===== src/verilog/rpim_defines.vh =====
// Register map, field layout and reset values of the reference and loop interrupt enable block.
`ifndef RPIM_DEFINES_VH
`define RPIM_DEFINES_VH

// Register port geometry.
`define RPIM_ADDR_W 8
`define RPIM_DATA_W 8

// Register offsets.
`define RPIM_ADDR_REF_STATUS_LOW 8'h20
`define RPIM_ADDR_REF_STATUS_HIGH 8'h21
`define RPIM_ADDR_LOOP_STATUS 8'h22
`define RPIM_ADDR_REF_ENABLE_LOW 8'h23
`define RPIM_ADDR_REF_ENABLE_HIGH 8'h24
`define RPIM_ADDR_LOOP_ENABLE 8'h25

// Event counts and used field widths.
`define RPIM_NUM_REFS 11
`define RPIM_REF_LOW_W 8
`define RPIM_REF_HIGH_W 3
`define RPIM_NUM_LOOPS 3
`define RPIM_LOOP_W 6

// Field positions inside the loop registers: loop k holdover at 2k, unlock at 2k+1.
`define RPIM_LOOP_HOLD_OFS 0
`define RPIM_LOOP_UNLOCK_OFS 1
`define RPIM_LOOP_STRIDE 2

// Reset values.
`define RPIM_RST_REF_LOW 8'h00
`define RPIM_RST_REF_HIGH 3'h0
`define RPIM_RST_LOOP 6'h00
`define RPIM_RST_REF_ALL 11'h000
`define RPIM_RST_DATA 8'h00

`endif


===== src/verilog/rpim_irq_mask.v =====
// Interrupt enable masking and sticky status for reference faults and loop lock/holdover events.
// Register map as software sees it:
//   0x20  reference fault flags 7..0, write one to clear.
//   0x21  reference fault flags 10..8 in bits 2..0, write one to clear.
//   0x22  loop event flags, write one to clear.
//   0x23  reference fault enables 7..0.
//   0x24  reference fault enables 10..8 in bits 2..0.
//   0x25  loop event enables.
// In both loop registers loop k holdover sits at bit 2k and its loss-of-lock at bit 2k+1.
//
// A flag sets on the edge that sees its enabled event; irq follows one edge later.
// Events are levels and a set wins over a clear on the same edge, so a condition still present keeps its flag set through a clear;
// software should clear a flag only once its source has gone quiet.
// Read data appears one cycle after the strobe, with regRdValid high for that one cycle,
// and then holds until the next read.
// After reset every enable and flag is zero, so nothing interrupts until software opens an enable.
`include "rpim_defines.vh"
`timescale 1ns/1ps
`default_nettype none

module rpim_irq_mask (
  // Clock and reset.
  input wire mclk,
  input wire reset_n,
  // Register port from the serial configuration interface.
  input wire [`RPIM_ADDR_W-1:0] regAddr,
  input wire regWrite,
  input wire [`RPIM_DATA_W-1:0] regWrData,
  input wire regRead,
  output reg [`RPIM_DATA_W-1:0] regRdData,
  output reg regRdValid,
  // Event levels from the reference monitors and the loops.
  input wire [`RPIM_NUM_REFS-1:0] refFault,
  input wire [`RPIM_NUM_LOOPS-1:0] loopUnlock,
  input wire [`RPIM_NUM_LOOPS-1:0] loopHoldover,
  // Interrupt request to the host, active high.
  output reg irq
);

  // Enable registers; only the defined bits are stored, so reserved bits cannot be set.
  // Writing the reserved upper bits therefore has no effect, and they always read back as zero.
  reg [`RPIM_REF_LOW_W-1:0] refEnableLow_ff;
  reg [`RPIM_REF_HIGH_W-1:0] refEnableHigh_ff;
  reg [`RPIM_LOOP_W-1:0] loopEnable_ff;
  reg [`RPIM_REF_LOW_W-1:0] nxt_refEnableLow;
  reg [`RPIM_REF_HIGH_W-1:0] nxt_refEnableHigh;
  reg [`RPIM_LOOP_W-1:0] nxt_loopEnable;

  // Read path and interrupt flops.
  reg [`RPIM_DATA_W-1:0] rdData_ff;
  reg [`RPIM_DATA_W-1:0] nxt_rdData;
  reg rdValid_ff;
  reg irq_ff;

  // Status flags and the per-flag clear strobes.
  wire [`RPIM_NUM_REFS-1:0] refStatus;
  wire [`RPIM_LOOP_W-1:0] loopStatus;
  wire [`RPIM_NUM_REFS-1:0] refClear;
  wire [`RPIM_LOOP_W-1:0] loopClear;
  wire [`RPIM_NUM_REFS-1:0] refEnableAll;
  wire [`RPIM_LOOP_W-1:0] loopEvents;
  wire anyFlag;

  // Address decode for writes.
  wire wrRefStatusLow;
  wire wrRefStatusHigh;
  wire wrLoopStatus;
  wire wrRefEnableLow;
  wire wrRefEnableHigh;
  wire wrLoopEnable;

  // One write strobe per register; an unmapped offset matches none, so its write is dropped.
  assign wrRefStatusLow = regWrite & (regAddr == `RPIM_ADDR_REF_STATUS_LOW);
  assign wrRefStatusHigh = regWrite & (regAddr == `RPIM_ADDR_REF_STATUS_HIGH);
  assign wrLoopStatus = regWrite & (regAddr == `RPIM_ADDR_LOOP_STATUS);
  assign wrRefEnableLow = regWrite & (regAddr == `RPIM_ADDR_REF_ENABLE_LOW);
  assign wrRefEnableHigh = regWrite & (regAddr == `RPIM_ADDR_REF_ENABLE_HIGH);
  assign wrLoopEnable = regWrite & (regAddr == `RPIM_ADDR_LOOP_ENABLE);

  // Next values of the enable registers; upper written bits are dropped on purpose.
  always @* begin
    nxt_refEnableLow = refEnableLow_ff;
    nxt_refEnableHigh = refEnableHigh_ff;
    nxt_loopEnable = loopEnable_ff;
    if (wrRefEnableLow) begin
      nxt_refEnableLow = regWrData[`RPIM_REF_LOW_W-1:0];
    end
    if (wrRefEnableHigh) begin
      nxt_refEnableHigh = regWrData[`RPIM_REF_HIGH_W-1:0];
    end
    if (wrLoopEnable) begin
      nxt_loopEnable = regWrData[`RPIM_LOOP_W-1:0];
    end
  end

  // Enable registers reset to all zero, so every event starts masked.
  always @(posedge mclk) begin
    if (!reset_n) begin
      refEnableLow_ff <= `RPIM_RST_REF_LOW;
      refEnableHigh_ff <= `RPIM_RST_REF_HIGH;
      loopEnable_ff <= `RPIM_RST_LOOP;
    end else begin
      refEnableLow_ff <= nxt_refEnableLow;
      refEnableHigh_ff <= nxt_refEnableHigh;
      loopEnable_ff <= nxt_loopEnable;
    end
  end

  // Reference n uses enable bit n; 8..10 come from the high register.
  assign refEnableAll = {refEnableHigh_ff, refEnableLow_ff};

  // Interleave loop events so each status bit sits at the position of its enable bit.
  // Keeping one bit layout for enables and flags lets software use one mask for both.
  genvar k;
  generate
    for (k = 0; k < `RPIM_NUM_LOOPS; k = k + 1) begin : g_loop
      assign loopEvents[`RPIM_LOOP_STRIDE*k+`RPIM_LOOP_HOLD_OFS] = loopHoldover[k];
      assign loopEvents[`RPIM_LOOP_STRIDE*k+`RPIM_LOOP_UNLOCK_OFS] = loopUnlock[k];
    end
  endgenerate

  // Write-one-to-clear strobes for the sticky flags.
  assign refClear = {regWrData[`RPIM_REF_HIGH_W-1:0] & {`RPIM_REF_HIGH_W{wrRefStatusHigh}},
                     regWrData[`RPIM_REF_LOW_W-1:0] & {`RPIM_REF_LOW_W{wrRefStatusLow}}};
  assign loopClear = regWrData[`RPIM_LOOP_W-1:0] & {`RPIM_LOOP_W{wrLoopStatus}};

  // Sticky reference fault flags.
  rpim_sticky_bank #(
    .W(`RPIM_NUM_REFS)
  ) u_refBank (
    .mclk(mclk),
    .reset_n(reset_n),
    .eventIn(refFault),
    .enable(refEnableAll),
    .clearReq(refClear),
    .flags(refStatus)
  );

  // Sticky loop unlock and holdover flags.
  rpim_sticky_bank #(
    .W(`RPIM_LOOP_W)
  ) u_loopBank (
    .mclk(mclk),
    .reset_n(reset_n),
    .eventIn(loopEvents),
    .enable(loopEnable_ff),
    .clearReq(loopClear),
    .flags(loopStatus)
  );

  // Read multiplexer; unmapped offsets and reserved bits read as zero.
  // A read and a write to one offset in the same cycle return the old value, as the mux sees the flops.
  always @* begin
    nxt_rdData = `RPIM_RST_DATA;
    case (regAddr)
      `RPIM_ADDR_REF_STATUS_LOW: begin
        nxt_rdData = refStatus[`RPIM_REF_LOW_W-1:0];
      end
      `RPIM_ADDR_REF_STATUS_HIGH: begin
        nxt_rdData[`RPIM_REF_HIGH_W-1:0] = refStatus[`RPIM_NUM_REFS-1:`RPIM_REF_LOW_W];
      end
      `RPIM_ADDR_LOOP_STATUS: begin
        nxt_rdData[`RPIM_LOOP_W-1:0] = loopStatus;
      end
      `RPIM_ADDR_REF_ENABLE_LOW: begin
        nxt_rdData = refEnableLow_ff;
      end
      `RPIM_ADDR_REF_ENABLE_HIGH: begin
        nxt_rdData[`RPIM_REF_HIGH_W-1:0] = refEnableHigh_ff;
      end
      `RPIM_ADDR_LOOP_ENABLE: begin
        nxt_rdData[`RPIM_LOOP_W-1:0] = loopEnable_ff;
      end
      default: begin
        nxt_rdData = `RPIM_RST_DATA;
      end
    endcase
  end

  // Any latched flag asks for service. Enables are not applied a second time here, so turning an
  // enable off does not hide a flag that is already set; software has to clear it.
  assign anyFlag = (|refStatus) | (|loopStatus);

  // Read data is registered so the port sees a clean value one cycle after the strobe.
  // The interrupt follows the flags one cycle late; that keeps the pin glitch free.
  // The request is a level: it stays high while any flag is set.
  always @(posedge mclk) begin
    if (!reset_n) begin
      rdData_ff <= `RPIM_RST_DATA;
      rdValid_ff <= 1'h0;
      irq_ff <= 1'h0;
    end else begin
      rdValid_ff <= regRead;
      if (regRead) begin
        rdData_ff <= nxt_rdData;
      end
      irq_ff <= anyFlag;
    end
  end

  // Outputs come straight from flops.
  always @* begin
    regRdData = rdData_ff;
    regRdValid = rdValid_ff;
    irq = irq_ff;
  end

endmodule

`default_nettype wire


===== src/verilog/rpim_sticky_bank.v =====
// Bank of sticky interrupt status bits, each gated by its own enable.
`timescale 1ns/1ps
`default_nettype none

module rpim_sticky_bank #(
  parameter W = 8
) (
  // Clock and reset.
  input wire mclk,
  input wire reset_n,
  // Raw event levels and their enables.
  input wire [W-1:0] eventIn,
  input wire [W-1:0] enable,
  // Software clear, one bit per flag, write-one-to-clear.
  input wire [W-1:0] clearReq,
  // Latched flags.
  output wire [W-1:0] flags
);

  reg [W-1:0] flag_ff;
  wire [W-1:0] nxt_flag;

  genvar i;
  generate
    for (i = 0; i < W; i = i + 1) begin : g_bit
      // A gated event sets the flag; it wins over a clear in the same cycle so no event is lost.
      assign nxt_flag[i] = (eventIn[i] & enable[i]) ? 1'h1 :
                           (clearReq[i] ? 1'h0 : flag_ff[i]);
    end
  endgenerate

  // Flags hold until cleared, even after the condition goes away.
  always @(posedge mclk) begin
    if (!reset_n) begin
      flag_ff <= {W{1'h0}};
    end else begin
      flag_ff <= nxt_flag;
    end
  end

  assign flags = flag_ff;

endmodule

`default_nettype wire

===== config.mk =====
export PLATFORM = sky130hd
export DESIGN_NAME = rpim_irq_mask
export DESIGN_NICKNAME = d
export VERILOG_FILES = /design/src/verilog/rpim_irq_mask.v /design/src/verilog/rpim_sticky_bank.v
export VERILOG_INCLUDE_DIRS = /design/src /design/src/verilog
export SDC_FILE = /design/constraint.sdc
export NUM_CORES = 1
export LEC_CHECK = 0
export BUFFER_PORTS_ARGS = -buffer_cell sky130_fd_sc_hd__buf_2
export CAP_MARGIN = 30
export CELL_PAD_IN_SITES_DETAIL_PLACEMENT = 1
export CELL_PAD_IN_SITES_GLOBAL_PLACEMENT = 1
export CORE_MARGIN = 4
export CORE_UTILIZATION = 35
export CTS_CLUSTER_SIZE = 8
export DETAILED_ROUTE_END_ITERATION = 8
export PLACE_DENSITY = 0.68
export SLEW_MARGIN = 25
export SYNTH_ARGS = -nofsm -noshare
export SYNTH_HDL_FRONTEND = slang
export SYNTH_SLANG_ARGS = --single-unit

===== constraint.sdc =====
create_clock -name mclk -period 1.87 [get_ports mclk]
set_input_delay 0.2805 -clock mclk [delete_from_list [all_inputs] [get_ports mclk]]
set_output_delay 0.2805 -clock mclk [all_outputs]
set_load 0.005 [all_outputs]

Yosys cells after proc, flatten, opt, wreduce, memory -nomap -nowiden
Index checks and enable logic that the tools add are counted.

cells by class
  equality and inequality tests = 6
  multiplexer cells = 37
  bitwise operators = 27
  reductions and logical operators = 19

operators by type and width
  kind                number
  $eq 8x6->1 const B  6
  $mux 1              34
  $reduce_bool 2->1   17
  $and 1x1->1         23
  $pmux 3 s6          1
  $pmux 3 s4          1
  $reduce_or 11->1    1
  $and 8x8->8         1
  $and 6x6->6         1
  $reduce_or 6->1     1
  $pmux 2 s2          1
  $and 3x3->3         1
  $or 1x1->1          1

word-level totals
  register bits after elaboration = 44
  bits of input ports = 37
  output and inout port bits = 10
  word-level logic and storage cells = 112

Depth between registers and ports, before layout
  depth after elaboration = 5
  depth in mapped cells = 7
  gate-level depth less buffers = 4

Cells and area by module
Synthesis repeated with hierarchy kept, for this count alone.

unflattened totals
  cell total of the unflattened synthesis = 231
  area total of the unflattened synthesis = 2207.1 um2

by module, submodules not included
  module                         instances  cells each  area each (um2)  seq. area each (um2)
  rpim_irq_mask                  1          162         1501.4           540.5
  rpim_sticky_bank (u_refBank)   1          45          457.9            220.2
  rpim_sticky_bank (u_loopBank)  1          24          247.7            120.1

Least setup slack after synthesis
Ideal clock, no wire load.

  path kind = input-to-reg
  from = input port regAddr[7]
  to = register refEnableLow_ff[0]
  setup time = 114 ps
  arrival = 1603 ps
  data required time = 1756 ps
  slack = 153 ps
  stages on the path = 6
  path buffers = 2
  cell sequence = or3_4 or4b_1 buf_6 buf_12 nand3_2 o21ai_2

between the ends
  longest elaborated chain between the ends = 2

RTL lines
  what                  RTL line             RTL
  from (decl)           rpim_irq_mask.v:26   input wire [`RPIM_ADDR_W-1:0] regAddr,
  $eq 8x6->1            -
  $and 1x1->1           rpim_irq_mask.v:76   assign wrRefEnableLow = regWrite & (regAddr == `RPIM_ADDR_REF_ENABLE_LOW);
  to (signal assigned)  rpim_irq_mask.v:99   refEnableLow_ff <= `RPIM_RST_REF_LOW;
  to (signal assigned)  rpim_irq_mask.v:103  refEnableLow_ff <= nxt_refEnableLow;
  to (decl)             rpim_irq_mask.v:42   reg [`RPIM_REF_LOW_W-1:0] refEnableLow_ff;

Every way passes these cells.
A chain may end at the register's enable or synchronous reset.

Final worst setup path
  from = input port regAddr[7]
  to = register refEnableHigh_ff[0]

between the ends
  longest elaborated chain between the ends = 2

RTL lines
  what                  RTL line             RTL
  $eq 8x6->1            -
  $and 1x1->1           rpim_irq_mask.v:77   assign wrRefEnableHigh = regWrite & (regAddr == `RPIM_ADDR_REF_ENABLE_HIGH);
  to (signal assigned)  rpim_irq_mask.v:100  refEnableHigh_ff <= `RPIM_RST_REF_HIGH;
  to (signal assigned)  rpim_irq_mask.v:104  refEnableHigh_ff <= nxt_refEnableHigh;
  to (decl)             rpim_irq_mask.v:43   reg [`RPIM_REF_HIGH_W-1:0] refEnableHigh_ff;

Every way passes these cells.

==> flow_summary.ini <==
[cells_and_area]
final_core_util_pct = 44.9
diodes = 0
layout-area-overhead-vs-synth_pct = 23.9
num-fill-cells = 704
drive_above_1_share_pct = 37.0
final_net_count = 328

[clock_tree]
cts_resized = 0
cts-buffers-inserted = 5
postCtsHoldBufs = 0
ctsRootBufferMaster = clkbuf_8
cts_num_sinks = 44
clk_transition_reported_paths_ns = 0.09
post-cts-setup-buffer-count = 0
clk_path_buf_depth = 2
cts_tree = yes
clock_latency_ns = 0.30
cts-htree-levels = 2

[placement]
dp.final_hpwl_microns = 5010
portBuffers = 46
globalplace.congestion = 0.848

[logic_synthesis]
ys.warnings.count = 0
synth_compound_gate_area_share_pct = 25.1
synth_enable_flop_cells = 0
synthesis.nets = 270
synthSimpleGateAreaFrac_pct = 23.1
post_synth.cell_area_avg_sq_um = 9.26
synth_top_family_by_area = compound AO/OA/AOI/OAI gates
synth_adder_area_share_pct = 0
post_synth_mux_area_share_pct = 6.20
synth-main-ff-cell = dfxtp_1
register_bit_count_reported_by_yosys = 44
post_synth_xor_area_fraction_pct = 0.406
synth_cell_types = 44
synth.cell_area_sq_mm = 0.00216
synth_sequential_area_ratio_pct = 40.8
share_of_async_settable_or_async_resettable_flops_after_synthesis_pct = 0
post_synthesis_instance_total = 233

[timing]
final-max-slew-violation-count = 0
timing.fmax_ghz = 0.625
layout_min_cycle_time_ns = 1.60
finalHoldViolCount = 0
period_share_pct = 85.5
slew_headroom_pct = 69.2
rsz_0062_raised_after_global_routing = false
finClkSkew_ns = 0.0105
worst_hold_slack_ns = 0.202
tightestPinTransition_ns = 0.461
finalSetupViolations = 0

[floorplan]
die_height_microns = 86.5
floorplan.initialDensity_pct = 36.2
floorplan.core_area_sq_mm = 0.00596
fp.dieW_microns = 86.5
placement_rows = 28
ios = 47
dieArea_sq_mm = 0.00749

[drt]
remaining_drc_errors = 0
dr.pass1.iters = 4
viasPerCell = 5.63
drt_wl_total_microns = 6770
post_drt_wl_per_cell_microns = 18.4
detailroute.via_count = 2068
drt_iter0_markers = 149
ant_nets = 0

[critical_path]
worst_path_largest_cell_delay_ns = 0.38
cp_top_family = simple AND/OR/NAND/NOR gates
critical_path.n_buffers_inverters = 2
worst_ep_required_time_ns = 2.10
endpoint_kind = flip-flop
worst_ep_arrival_time_ns = 1.83
worstPathMaxFanout = 4
path_cells = buf_2, or3_4, buf_4, or2_2, nor4_4, mux2i_1
worst_setup_path_start_kind = input pin
timing.critical_path.slowest_stage_cell = or3_4
worstSetupPathType = input pin to flip-flop

[power]
ir_worst_vdd_uv = 289
power_frac_comb_pct = 10.2
netSwitchingFraction_pct = 25.1
clkPwrFrac_pct = 36.2
share_seq_of_total_power_pct = 53.6
total_leakage_power_nw = 1.08
p_int_w = 0.00131
power_density_mw_per_mm2 = 655
power_switching_w = 0.000441

[grt]
via_count_of_the_first_global_routing_pass = 2077
grt_antenna_before_repair = 0
grt_pass1_wl_microns = 10900
groute.usage.overall_pct = 19.0
total_global_routing_overflow = 0
grt_max_degree = 45

[run]
maxCapViolCount = 0

[hold_path]
hold_class = input pin to flip-flop

[status]
outcome = complete, no violations
cell type report:
type	count	area, sq um	share of cell area, %
clock buffer	8	90.1	3.37
tap	75	93.8	3.51
inverter	2	7.51	0.281
multi-input combinational	172	1180	44.3
timing repair buffer	66	418	15.6
sequential	44	881	32.9
cells in the mapped netlist, types with 3 or more instances:
library cell / count / area share (%)
nor2_1: 7 / 1.2
a32oi_1: 4 / 1.6
a31o_2: 18 / 7.3
nand3b_1: 6 / 2.1
o21ai_2: 5 / 2.0
o211ai_1: 3 / 1.0
nand2_1: 40 / 7.0
dfxtp_1: 44 / 41
mux2_2: 3 / 1.6
nor4_1: 3 / 0.87
nand2b_1: 6 / 1.7
clkbuf_1: 7 / 1.2
mux2i_1: 10 / 4.6
nor3b_1: 3 / 1.0
buf_1: 3 / 0.52
a32o_1: 3 / 1.4
nor3_1: 4 / 0.93
nand3_2: 5 / 2.3
nor2b_1: 5 / 1.4
a21boi_0: 5 / 1.7
a31oi_1: 17 / 4.9
cell families (layout without fill, tap and decap cells):
family / Yosys count / in the layout
simple gates: 89 / 89
compound gates: 69 / 69
flops: 44 / 44
buf+inv: 17 / 76
mux: 13 / 13
xor+xnor: 1 / 1
power groups by stage:
stage	Clock (W)	Sequential, W	Combinational, W
floorplan	0	0.000961	0.0000800
global placement	0	0.000961	0.000174
detailed placement	0	0.000961	0.000177
CTS	0.000648	0.000939	0.000179
global route	0.000698	0.000940	0.000196
finish	0.000635	0.000939	0.000179
final timing paths:
kind | to | startpoint | slack, ns | depth (start not counted)
worst min register to register | regRdData[2]$_SDFFE_PN0P_ | regRdData[2]$_SDFFE_PN0P_ | 0.47 | 2
worst max register to register | irq$_SDFF_PN0_ | u_loopBank.flags[3]$_SDFFE_PN0P_ | 0.42 | 3
worst min-delay path | u_refBank.flags[5]$_SDFFE_PN0P_ | refFault[5] | 0.20 | 2
worst max-delay path | refEnableHigh_ff[0]$_SDFFE_PN0P_ | regAddr[7] | 0.27 | 6
per-stage QoR:
step | setup TNS [ns] | cell area, sq um | instances | setup slack [ns] | power, W
after floorplan | 0 | 2160 | 233 | 0.153 | 0.00104
after global placement | 0 | 2580 | 359 | 0.00144 | 0.00113
after detailed placement | -0.133 | 2580 | 359 | -0.0293 | 0.00114
after CTS | 0 | 2670 | 367 | 0.269 | 0.00177
after global routing | 0 | 2670 | 367 | 0.203 | 0.00183
final | 0 | 2670 | 367 | 0.271 | 0.00175
layer usage:
| layer | GRT usage (%) | vias to the layer above | routed length (microns) |
|---|---|---|---|
| li1 | - | 988 | - |
| met3 | 4.56 | 13 | 495 |
| met4 | 5.24 | 0 | 144 |
| met5 | 0 | - | 0 |
| met1 | 25.9 | 995 | 3050 |
| met2 | 29.8 | 72 | 3080 |
worst register-to-register path, stage by stage (launching register included):
cell     delay [ns]
dfxtp_1        0.33
nor4_1         0.44
nand4_1        0.23
o41a_1         0.35
state kept, by name, indices dropped and copies added, names as in the netlist:
register          cells
irq                   1
loopEnable_ff         6
refEnableHigh_ff      3
refEnableLow_ff       8
regRdData             8
regRdValid            1
u_loopBank.flags      6
u_refBank.flags      11
cell usage in the layout (no fill, tap or decap), drive strengths merged, types with 3 or more instances in the layout:
cell / n
a21boi: 5
a31o: 20
a31oi: 17
a32o: 3
a32oi: 4
buf: 66
clkbuf: 8
dfxtp: 44
mux2: 3
mux2i: 10
nand2: 40
nand2b: 6
nand3: 7
nand3b: 6
nor2: 7
nor2b: 5
nor3: 6
nor3b: 3
nor4: 4
o211ai: 3
o21ai: 6
(Power assumes the default switching activity.)
